File: src/drcs_params.svh
`ifndef DRCS_PARAMS_SVH
`define DRCS_PARAMS_SVH

// ----------------------------------------------------------------
// Resident RAM map
// ----------------------------------------------------------------
`define DRCS_PTR0_LOC 8'h00
`define DRCS_PTR1_LOC 8'h01
`define DRCS_BANK0_BASE 8'h00
`define DRCS_BANK1_BASE 8'h18
`define DRCS_STACK_BASE 8'h08
`define DRCS_STACK_LAST 8'h17
`define DRCS_RAM_DEPTH 256
`define DRCS_EXT_DEPTH 256

// ----------------------------------------------------------------
// Reset values and sizes
// ----------------------------------------------------------------
`define DRCS_SP_RST 3'h0
`define DRCS_PC_RST 12'h000
`define DRCS_PSW_RST 4'h0
`define DRCS_INT_ROM_BYTES 2048
`define DRCS_PC_SPAN 4096

`endif

File: src/drcs_pkg.sv
package drcs_pkg;

  // Data access kinds on the access port
  typedef enum logic [1:0] {
    DRCS_ACC_DIRECT = 2'h0,
    DRCS_ACC_WREG = 2'h1,
    DRCS_ACC_IND0 = 2'h2,
    DRCS_ACC_IND1 = 2'h3
  } drcs_acc_e;

  // One request on the access port
  typedef struct packed {
    drcs_acc_e mode;
    logic ext;
    logic [7:0] addr;
    logic [7:0] wdata;
    logic wr;
    logic rd;
  } drcs_acc_s;

  // Stack sequencer states
  typedef enum logic [4:0] {
    DRCS_ST_IDLE = 5'h01,
    DRCS_ST_PUSH_HI = 5'h02,
    DRCS_ST_POP_RDLO = 5'h04,
    DRCS_ST_POP_RDHI = 5'h08,
    DRCS_ST_POP_DONE = 5'h10
  } drcs_state_e;

endpackage

File: src/drcs_top.sv
`timescale 1ns/1ps
`include "drcs_params.svh"

// Functional notes
// - Any RAM byte can be reached indirectly through pointer locations 0 and 1 (bank 0) or 24 and 25 (bank 1).
// - With bank 0 selected the working registers are RAM locations 0-7.
// - With bank 1 selected the working registers move to RAM locations 24-31.
// - Locations 8-23 hold the stack, two bytes per call, eight levels deep.
// - Up to 256 bytes of external data RAM are reached by the external move access.
// - The program counter is a 12-bit register holding the next fetch address.
// - Fetches go external once the counter passes the internal program memory size.
// - While the synchronised external access pin is high every fetch goes external.
// - A call or interrupt saves the counter in the pair chosen by the 3-bit stack pointer.
// - Each stack entry holds the full counter plus four status bits.
// - Pointer value 000 selects locations 8 and 9, each step moving two locations.
// - After the entry is stored the stack pointer is incremented.
// - An eighth push wraps the pointer from 111 to 000; a ninth overwrites 8 and 9 silently.
// - Decrementing the pointer from 000 wraps it to 111.
// - A return first decrements the pointer, then reloads the counter from that pair.

module drcs_top
  import drcs_pkg::*;
#(
  parameter int RAM_DEPTH = `DRCS_RAM_DEPTH,
  parameter int INT_ROM_BYTES = `DRCS_INT_ROM_BYTES
)
(
  // Clock and reset
  input wire logic ref_clk_i,
  input wire logic arst_n_i,
  // Data access port
  input wire drcs_acc_s acc_i,
  input wire logic bank_sel_i,
  output logic acc_ready_o,
  output logic [7:0] rd_data_o,
  output logic rd_valid_o,
  // Stack control from the sequencer
  input wire logic push_i,
  input wire logic pop_i,
  input wire logic [3:0] psw_hi_i,
  input wire logic sp_load_i,
  input wire logic [2:0] sp_wdata_i,
  output logic stk_ready_o,
  output logic pop_done_o,
  output logic [3:0] psw_hi_o,
  output logic [2:0] sp_o,
  // Program counter
  input wire logic pc_load_i,
  input wire logic [11:0] pc_load_val_i,
  input wire logic pc_inc_i,
  output logic [11:0] pc_o,
  // Fetch source
  input wire logic external_access_pin_i,
  output logic fetch_ext_o,
  // External data RAM
  output logic [7:0] ext_addr_o,
  output logic [7:0] ext_wdata_o,
  output logic ext_rd_o,
  output logic ext_wr_o,
  input wire logic [7:0] ext_rdata_i
);

  // ----------------------------------------------------------------
  // Address decode helpers
  // ----------------------------------------------------------------

  // Working register location for a bank and register index
  function automatic logic [7:0] wreg_addr(input logic bank, input logic [2:0] idx);
    wreg_addr = (bank ? `DRCS_BANK1_BASE : `DRCS_BANK0_BASE) + {5'h00, idx};
  endfunction

  // Stack byte location for a pointer value and byte half
  function automatic logic [7:0] stk_addr(input logic [2:0] sp, input logic hi);
    stk_addr = `DRCS_STACK_BASE + {4'h0, sp, hi};
  endfunction

  // ----------------------------------------------------------------
  // State and wiring
  // ----------------------------------------------------------------
  drcs_state_e state_q;
  drcs_state_e state_d;
  logic [2:0] sp_q;
  logic [11:0] pc_q;
  logic [3:0] psw_hi_q;
  logic [7:0] hold_q;
  logic [7:0] ptr_q [4];
  logic int_rd_q;
  logic ext_busy_q;
  logic ext_vld_q;
  logic [7:0] ext_rdq;
  logic idle;
  logic push_go;
  logic pop_go;
  logic acc_go;
  logic [7:0] acc_addr;
  logic [7:0] ram_addr;
  logic ram_we;
  logic ram_re;
  logic [7:0] ram_wdata;
  logic [7:0] ram_rdata;

  assign idle = (state_q == DRCS_ST_IDLE);
  assign push_go = idle && push_i;
  assign pop_go = idle && pop_i && !push_i;

  // Stack work wins the RAM port; a cycle after an external read is
  // refused so both read paths never answer in the same cycle
  assign acc_ready_o = idle && !push_i && !pop_i && !ext_busy_q;
  assign acc_go = acc_ready_o && (acc_i.rd || acc_i.wr);
  assign stk_ready_o = idle;

  // ----------------------------------------------------------------
  // Access address resolution
  // ----------------------------------------------------------------

  // Pointers are working registers 0 and 1 of the current bank
  always_comb
  begin
    unique case (acc_i.mode)
      DRCS_ACC_DIRECT: acc_addr = acc_i.addr;
      DRCS_ACC_WREG: acc_addr = wreg_addr(bank_sel_i, acc_i.addr[2:0]);
      DRCS_ACC_IND0: acc_addr = ptr_q[{bank_sel_i, 1'b0}];
      DRCS_ACC_IND1: acc_addr = ptr_q[{bank_sel_i, 1'b1}];
    endcase
  end

  // ----------------------------------------------------------------
  // RAM port steering
  // ----------------------------------------------------------------

  // Stack states own the port; otherwise the internal access does
  always_comb
  begin
    ram_addr = acc_addr;
    ram_we = acc_go && acc_i.wr && !acc_i.ext;
    ram_re = acc_go && acc_i.rd && !acc_i.ext;
    ram_wdata = acc_i.wdata;
    unique case (state_q)
      DRCS_ST_IDLE:
      begin
        if (push_go)
        begin
          ram_addr = stk_addr(sp_q, 1'b0);
          ram_we = 1'b1;
          ram_re = 1'b0;
          ram_wdata = pc_q[7:0];
        end
      end
      DRCS_ST_PUSH_HI:
      begin
        ram_addr = stk_addr(sp_q, 1'b1);
        ram_we = 1'b1;
        ram_re = 1'b0;
        ram_wdata = {psw_hi_q, hold_q[3:0]};
      end
      DRCS_ST_POP_RDLO:
      begin
        ram_addr = stk_addr(sp_q, 1'b0);
        ram_we = 1'b0;
        ram_re = 1'b1;
      end
      DRCS_ST_POP_RDHI:
      begin
        ram_addr = stk_addr(sp_q, 1'b1);
        ram_we = 1'b0;
        ram_re = 1'b1;
      end
      DRCS_ST_POP_DONE:
      begin
        ram_we = 1'b0;
        ram_re = 1'b0;
      end
    endcase
  end

  drcs_ram #(
    .DEPTH(RAM_DEPTH),
    .WIDTH(8)
  ) u_ram (
    .clk_i(ref_clk_i),
    .arst_n_i(arst_n_i),
    .addr_i(ram_addr),
    .we_i(ram_we),
    .re_i(ram_re),
    .wdata_i(ram_wdata),
    .rdata_o(ram_rdata)
  );

  // ----------------------------------------------------------------
  // Pointer shadows
  // ----------------------------------------------------------------

  // Copies of both banks' pointer bytes, so an indirect access needs no
  // extra RAM read; they track every write to those four locations
  for (genvar g = 0; g < 4; g++)
  begin : g_ptr
    always_ff @(posedge ref_clk_i or negedge arst_n_i)
    begin
      if (!arst_n_i)
      begin
        ptr_q[g] <= 8'h00;
      end
      else if (ram_we && ram_addr == wreg_addr(1'(g / 2), 3'(g % 2)))
      begin
        ptr_q[g] <= ram_wdata;
      end
    end
  end

  // ----------------------------------------------------------------
  // Stack sequencer
  // ----------------------------------------------------------------

  // Push takes two cycles, pop four
  always_comb
  begin
    state_d = state_q;
    unique case (state_q)
      DRCS_ST_IDLE:
      begin
        if (push_go)
        begin
          state_d = DRCS_ST_PUSH_HI;
        end
        else if (pop_go)
        begin
          state_d = DRCS_ST_POP_RDLO;
        end
      end
      DRCS_ST_PUSH_HI: state_d = DRCS_ST_IDLE;
      DRCS_ST_POP_RDLO: state_d = DRCS_ST_POP_RDHI;
      DRCS_ST_POP_RDHI: state_d = DRCS_ST_POP_DONE;
      DRCS_ST_POP_DONE: state_d = DRCS_ST_IDLE;
    endcase
  end

  always_ff @(posedge ref_clk_i or negedge arst_n_i)
  begin
    if (!arst_n_i)
    begin
      state_q <= DRCS_ST_IDLE;
    end
    else
    begin
      state_q <= state_d;
    end
  end

  // Hold register: counter high bits on push, low byte on pop
  always_ff @(posedge ref_clk_i or negedge arst_n_i)
  begin
    if (!arst_n_i)
    begin
      hold_q <= 8'h00;
    end
    else if (push_go)
    begin
      hold_q <= {4'h0, pc_q[11:8]};
    end
    else if (state_q == DRCS_ST_POP_DONE && $bits(hold_q) == 8)
    begin
      hold_q <= hold_q;
    end
    else if (state_q == DRCS_ST_POP_RDHI)
    begin
      hold_q <= ram_rdata; // Low byte arrives here
    end
  end

  // Status bits saved with the entry, captured at the push request
  always_ff @(posedge ref_clk_i or negedge arst_n_i)
  begin
    if (!arst_n_i)
    begin
      psw_hi_q <= `DRCS_PSW_RST;
    end
    else if (push_go)
    begin
      psw_hi_q <= psw_hi_i;
    end
    else if (state_q == DRCS_ST_POP_DONE)
    begin
      psw_hi_q <= ram_rdata[7:4]; // Restored status bits
    end
  end

  // ----------------------------------------------------------------
  // Stack pointer
  // ----------------------------------------------------------------

  // Increment only after the second byte lands; wraps silently both ways
  always_ff @(posedge ref_clk_i or negedge arst_n_i)
  begin
    if (!arst_n_i)
    begin
      sp_q <= `DRCS_SP_RST;
    end
    else if (state_q == DRCS_ST_PUSH_HI)
    begin
      sp_q <= sp_q + 3'h1;
    end
    else if (pop_go)
    begin
      sp_q <= sp_q - 3'h1;
    end
    else if (idle && !push_i && sp_load_i)
    begin
      sp_q <= sp_wdata_i;
    end
  end

  // ----------------------------------------------------------------
  // Program counter
  // ----------------------------------------------------------------

  // Return reload beats a load, a load beats an increment
  always_ff @(posedge ref_clk_i or negedge arst_n_i)
  begin
    if (!arst_n_i)
    begin
      pc_q <= `DRCS_PC_RST;
    end
    else if (state_q == DRCS_ST_POP_DONE)
    begin
      pc_q <= {ram_rdata[3:0], hold_q};
    end
    else if (pc_load_i)
    begin
      pc_q <= pc_load_val_i;
    end
    else if (pc_inc_i)
    begin
      pc_q <= pc_q + 12'h001;
    end
  end

  drcs_fetch #(
    .INT_ROM_BYTES(INT_ROM_BYTES)
  ) u_fetch (
    .clk_i(ref_clk_i),
    .arst_n_i(arst_n_i),
    .pc_i(pc_q),
    .external_access_pin_i(external_access_pin_i),
    .fetch_ext_o(fetch_ext_o)
  );

  // ----------------------------------------------------------------
  // External data RAM
  // ----------------------------------------------------------------

  // Registered strobes; the upper bank bits come from an I/O port elsewhere
  always_ff @(posedge ref_clk_i or negedge arst_n_i)
  begin
    if (!arst_n_i)
    begin
      ext_addr_o <= 8'h00;
      ext_wdata_o <= 8'h00;
      ext_rd_o <= 1'b0;
      ext_wr_o <= 1'b0;
    end
    else
    begin
      ext_rd_o <= acc_go && acc_i.ext && acc_i.rd;
      ext_wr_o <= acc_go && acc_i.ext && acc_i.wr;
      if (acc_go && acc_i.ext)
      begin
        ext_addr_o <= acc_addr;
        ext_wdata_o <= acc_i.wdata;
      end
    end
  end

  // ----------------------------------------------------------------
  // Read return
  // ----------------------------------------------------------------

  // Internal reads answer next cycle, external ones the cycle after
  always_ff @(posedge ref_clk_i or negedge arst_n_i)
  begin
    if (!arst_n_i)
    begin
      int_rd_q <= 1'b0;
      ext_busy_q <= 1'b0;
      ext_vld_q <= 1'b0;
      ext_rdq <= 8'h00;
    end
    else
    begin
      int_rd_q <= acc_go && acc_i.rd && !acc_i.ext;
      ext_busy_q <= acc_go && acc_i.rd && acc_i.ext;
      ext_vld_q <= ext_rd_o;
      if (ext_rd_o)
      begin
        ext_rdq <= ext_rdata_i;
      end
    end
  end

  assign rd_valid_o = int_rd_q || ext_vld_q;
  assign rd_data_o = ext_vld_q ? ext_rdq : ram_rdata;
  assign pop_done_o = (state_q == DRCS_ST_POP_DONE);
  assign psw_hi_o = psw_hi_q;
  assign sp_o = sp_q;
  assign pc_o = pc_q;
endmodule // drcs_top

File: src/drcs_ram.sv
`timescale 1ns/1ps

// ----------------------------------------------------------------
// Resident data RAM, single port, registered read data
// ----------------------------------------------------------------
module drcs_ram
  import drcs_pkg::*;
#(
  parameter int DEPTH = 256,
  parameter int WIDTH = 8
)
(
  // Clock and reset
  input wire logic clk_i,
  input wire logic arst_n_i,
  // Access
  input wire logic [7:0] addr_i,
  input wire logic we_i,
  input wire logic re_i,
  input wire logic [WIDTH-1:0] wdata_i,
  output logic [WIDTH-1:0] rdata_o
);

  localparam int AW = $clog2(DEPTH);

  // Stack and bank 1 need locations up to 31; the address is 8 bits wide
  if (DEPTH < 64 || DEPTH > 256 || (DEPTH & (DEPTH - 1)) != 0)
  begin : g_bad_depth
    $error("drcs_ram: DEPTH must be a power of two from 64 to 256");
  end

  logic [WIDTH-1:0] mem [DEPTH];

  // Array holds no reset; addresses at or above DEPTH fold onto low locations
  always_ff @(posedge clk_i)
  begin
    if (we_i)
    begin
      mem[addr_i[AW-1:0]] <= wdata_i;
    end
  end

  // Read data register, updated only by a read
  always_ff @(posedge clk_i or negedge arst_n_i)
  begin
    if (!arst_n_i)
    begin
      rdata_o <= '0;
    end
    else if (re_i)
    begin
      rdata_o <= mem[addr_i[AW-1:0]];
    end
  end

endmodule // drcs_ram

File: src/drcs_fetch.sv
`timescale 1ns/1ps
`include "drcs_params.svh"

// ----------------------------------------------------------------
// Program fetch source select
// ----------------------------------------------------------------
module drcs_fetch
  import drcs_pkg::*;
#(
  parameter int INT_ROM_BYTES = `DRCS_INT_ROM_BYTES
)
(
  // Clock and reset
  input wire logic clk_i,
  input wire logic arst_n_i,
  // Counter and pin
  input wire logic [11:0] pc_i,
  input wire logic external_access_pin_i,
  // Result
  output logic fetch_ext_o
);

  if (INT_ROM_BYTES < 0 || INT_ROM_BYTES > `DRCS_PC_SPAN)
  begin : g_bad_rom
    $error("drcs_fetch: INT_ROM_BYTES must lie in 0..4096");
  end

  localparam logic [12:0] ROM_END = 13'(INT_ROM_BYTES);

  logic ea_meta_q;
  logic ea_sync_q;

  // Pin synchroniser, first stage read by the second only
  always_ff @(posedge clk_i or negedge arst_n_i)
  begin
    if (!arst_n_i)
    begin
      ea_meta_q <= 1'b0;
      ea_sync_q <= 1'b0;
    end
    else
    begin
      ea_meta_q <= external_access_pin_i;
      ea_sync_q <= ea_meta_q;
    end
  end

  // Pin forces external; otherwise external past the internal boundary
  assign fetch_ext_o = ea_sync_q || ({1'b0, pc_i} >= ROM_END);
endmodule // drcs_fetch

File: config.mk
export PLATFORM = sky130hd
export DESIGN_NAME = drcs_top
export DESIGN_NICKNAME = d
export VERILOG_FILES = /design/src/drcs_pkg.sv /design/src/drcs_top.sv /design/src/drcs_ram.sv /design/src/drcs_fetch.sv
export VERILOG_INCLUDE_DIRS = /design/src /design/src/src
export SDC_FILE = /design/constraint.sdc
export NUM_CORES = 2
export LEC_CHECK = 0
export BUFFER_PORTS_ARGS = -buffer_cell sky130_fd_sc_hd__buf_4
export CAP_MARGIN = 25
export CORE_AREA = 2 2 395 397
export CTS_CLUSTER_SIZE = 30
export DETAILED_ROUTE_END_ITERATION = 10
export DIE_AREA = 0 0 397 399
export PLACE_DENSITY = 0.7
export SYNTH_ARGS = -nofsm -noshare
export SYNTH_HDL_FRONTEND = slang
export SYNTH_HIERARCHICAL = 1
export SYNTH_SLANG_ARGS = --single-unit
File: constraint.sdc
create_clock -name ref_clk_i -period 4.9 [get_ports ref_clk_i]
set_input_delay 0.245 -clock ref_clk_i [delete_from_list [all_inputs] [get_ports ref_clk_i]]
set_output_delay 0.245 -clock ref_clk_i [all_outputs]
set_load 0.05 [all_outputs]
==> results.sh <==
export IMPL_avgSynthCellArea_sq_um=20.79
export IMPL_wl_per_cell_microns=30.67
export IMPL_fin_util_pct=63.83
export IMPL_regArea_sq_mm=0.06408
export IMPL_ys_warn_count=6
export IMPL_ant_nets=0
export IMPL_grt_max_degree=177
export IMPL_seq_area_frac_synth_pct=75.84
export IMPL_p_clk_share_pct=27.6
export IMPL_drt_iter0_drc=5446
export IMPL_status="finished, final reports clean"
export IMPL_drc_errors=0
export IMPL_crit_required_ps=5630
export IMPL_finalCritPeriodShare_pct=99.45
export IMPL_wirelength_microns=210800
export IMPL_synth_edff_count=2048
export IMPL_cp_arrival_ps=5600
export IMPL_criticalPathCategory="flop to flop"
export IMPL_n_fill_cell=10054
export IMPL_overflow=0
export IMPL_power_frac_seq_pct=37.1
export IMPL_drv_slew=0
export IMPL_rows=144
export IMPL_via_count=44077
export IMPL_worst_path_max_fanout=11
export IMPL_track_usage_pct=27.07
export IMPL_start_kind="flop"
export IMPL_combPwrFrac_pct=35.3
export IMPL_die_area_sq_mm=0.1584
export IMPL_place_gp_congestion=0.9028
export IMPL_pin_count=107
export IMPL_die_h_microns=399
export IMPL_htreeDepth=4
export IMPL_hp_class="input pin to flop"
export IMPL_irDropWorstVdd_mv=0.4315
export IMPL_cts_root_buf="clkbuf_16"
export IMPL_multi_input_area_sq_mm=0.01934
export IMPL_die_w_microns=397
export IMPL_cts_buffers=207
export IMPL_cts_tree="yes"
export IMPL_via_per_inst=6.414
export IMPL_switchingPower_uw=18610
export IMPL_fmax_mhz=205.2
export IMPL_start_util_pct=54.98
export IMPL_core_region_area_sq_mm=0.1537
export IMPL_antenna_found_initial=3
export IMPL_port_buffers=106
export IMPL_synth_area_sq_mm=0.08449
export IMPL_slew_headroom_pct=21.37
export IMPL_dpl_hpwl_microns=133500
export IMPL_powerDensity_mw_per_mm2=574.7
export IMPL_tightest_slew_ps=1179
export IMPL_swShare_pct=33.01
export IMPL_p_leak_uw=0.03167
export IMPL_clkTransAtPathRegs_ps=60
export IMPL_yosys_most_used_dff="edfxtp_1"
export IMPL_period_needed_ps=4873
export IMPL_insertion_delay_ps=840
export IMPL_intPower_uw=37770
export IMPL_async_flop_share_pct=4.788
export IMPL_grt_pass1_vias=44240
export IMPL_skew_ps=50.92
export IMPL_synth_fp_nets=4124
export IMPL_maxCapViolations=0
export IMPL_crit_buf_inv=4
export IMPL_finalHoldViolCount=0
export IMPL_ys_types=70
export IMPL_cts_buffer_depth=3
export IMPL_endpoint_kind="flop"
export IMPL_critical_path_top_delay_family="compound AO/OA/AOI/OAI gates"
export IMPL_grt_pass1_wl_microns=308300
export IMPL_cpPeakStageDelay_ps=500
export IMPL_drive_gt1_share_pct=31.06
export IMPL_setup_viol=0
export IMPL_worst_path_most_repeated_cell="buf_4"
export IMPL_area_growth_pct=16.11
export IMPL_clock_sinks=2151
export IMPL_design_area_sq_mm=0.09810
export IMPL_slowest_stage="dfrtp_1"
export IMPL_drt_first_pass_iters=8
export IMPL_synthCells=4064
export IMPL_nets=4717
export IMPL_place_area_sq_mm=0.09054
export IMPL_ys_ff_latch=2151
export IMPL_worstPathCellList="and3b_1, o311a_1, or2_2, buf_4, a21oi_4, buf_4, nor2_2, and2_1, a22oi_1, a41oi_1, buf_4, a21oi_1, o221ai_1, buf_4, o22a_1"
==> placed cells by master, fill, tap and decap left out, drive strengths merged, types with 6 or more instances in the layout <==
cell type / count
edfxtp: 2048
buf: 556
mux4: 537
nor2: 292
clkbuf: 251
nand2: 110
mux2i: 106
dfrtp: 102
clkinv: 86
dlygate4sd3: 69
nor3: 68
a22oi: 66
o22ai: 62
mux2: 62
o21ai: 47
a21oi: 43
nor2b: 33
nand3: 22
inv: 21
bufinv: 19
a211oi: 19
o221ai: 16
o22a: 16
nand2b: 14
clkinvlp: 13
and3: 11
nand4: 11
nor4: 10
or2: 10
or3: 9
and2: 8
xor2: 7
o32ai: 7
a31oi: 6
a22o: 6
==> sequential cells by signal, indices dropped and copies added, names as in the netlist, 8 cells and up <==
register / count
ptr_q: 32
u_ram/rdata_o: 8
ext_wdata_o: 8
ext_addr_o: 8
ext_rdq: 8
pc_o: 12
u_ram/mem: 2048
hold_q: 8
==> final cells by class <==
type                    instances  share of cell area, %
flip-flops and latches       2151                  65.32
multi-input cells            1660                  19.71
repair buffers                625                  5.545
clock buffers                 251                  5.480
well taps                    2044                  2.607
clock inverters               127                  1.289
inverters                      12                0.04591
diodes                          2               0.005102
==> synth_stat cells (14+ instances only) <==
master	n	area share (%)
nor2b_1	33	0.24
a21oi_1	43	0.25
o22ai_1	62	0.46
a22oi_1	66	0.59
buf_4	37	0.33
nor3_1	67	0.40
a211oi_1	19	0.17
buf_6	24	0.32
dfrtp_1	102	3.0
mux4_2	537	14
buf_1	19	0.084
clkbuf_1	92	0.41
nor2_1	289	1.3
mux2i_1	106	1.3
nand3_1	22	0.13
o21ai_0	45	0.27
nand2_1	110	0.49
mux2_2	52	0.69
o22a_1	16	0.17
o221ai_1	16	0.17
buf_2	70	0.41
nand2b_1	14	0.10
edfxtp_1	2048	73
==> per-stage QoR <==
| stage | cells | power, uW | TNS, ps | setup WS, ps | hold WS (ps) |
|---|---|---|---|---|---|
| after global placement | 6415 | 40600 | -37.85 | -37.85 | 293.5 |
| after global routing | 6870 | 58080 | -6.548 | -6.548 | 54.22 |
| final | 6872 | 56380 | 0 | 26.94 | 63.05 |
| after CTS | 6867 | 56450 | 0 | 59.29 | 3.383 |
| after detailed placement | 6416 | 40710 | -23.64 | -23.64 | 300.6 |
| after floorplan | 4064 | 33670 | -203870 | -400.2 | -50.59 |
==> kinds of logic after synthesis <==
kind of cell	share of synthesized area [%]
XOR/XNOR	0.1244
AND/OR/NAND/NOR	3.333
flip-flops	75.84
multiplexers	16.43
adder cells (fa/ha/maj)	0.04443
AO/OA/AOI/OAI	2.621
buffers and inverters	1.610
==> what timing repair did <==
action | 4_1_cts | 5_1_grt
gates resized for setup | 5 | 11
hold buffers | 70 | 0
setup buffers | 2 | 0
endpoints found under the setup margin | 2 | 5
cloned | 1 | 0
endpoints found under the hold margin | 97 | 0
pin swaps | 1 | 0
==> layer usage <==
layer | wire length (microns) | GRT usage (%) | vias to the layer above
met5 | 35 | 0 | -
met1 | 81070 | 37.72 | 23099
met4 | 8380 | 10.01 | 6
met3 | 21500 | 6.357 | 450
met2 | 99800 | 42.29 | 2465
li1 | - | - | 18057
==> path summary, 6_finish.rpt <==
| check | startpoint | to | slack, ps | depth (start not counted) |
|---|---|---|---|---|
| setup / recovery | state_q[3] | u_ram/rdata_o[2] | 30 | 15 |
| hold / removal | acc_i[20] | ext_addr_o[0] | 60 | 3 |
| setup reg to reg | state_q[3] | u_ram/rdata_o[2] | 30 | 15 |
| hold reg to reg | u_fetch/ea_meta_q | u_fetch/ea_sync_q | 360 | 0 |
| max in group asynchronous | arst_n_i | u_ram/rdata_o[0] | 3610 | 4 |
| min in group asynchronous | arst_n_i | state_q[0] | 500 | 3 |
==> worst min-delay path, cell delays in order <==
cell and delay, ps:
buf_4 190, mux2i_1 240, a21oi_1 160
==> power by group through the flow <==
stage	clock, uW	sequential (uW)	combinational (uW)
4_1_cts	15800	20900	19700
3_5_place_dp	0	21300	19400
5_1_grt	16500	20900	20600
3_3_place_gp	0	21300	19300
2_1_floorplan	0	21600	12100
6_report	15600	20900	19900
Power figures use the tool's default switching activity.
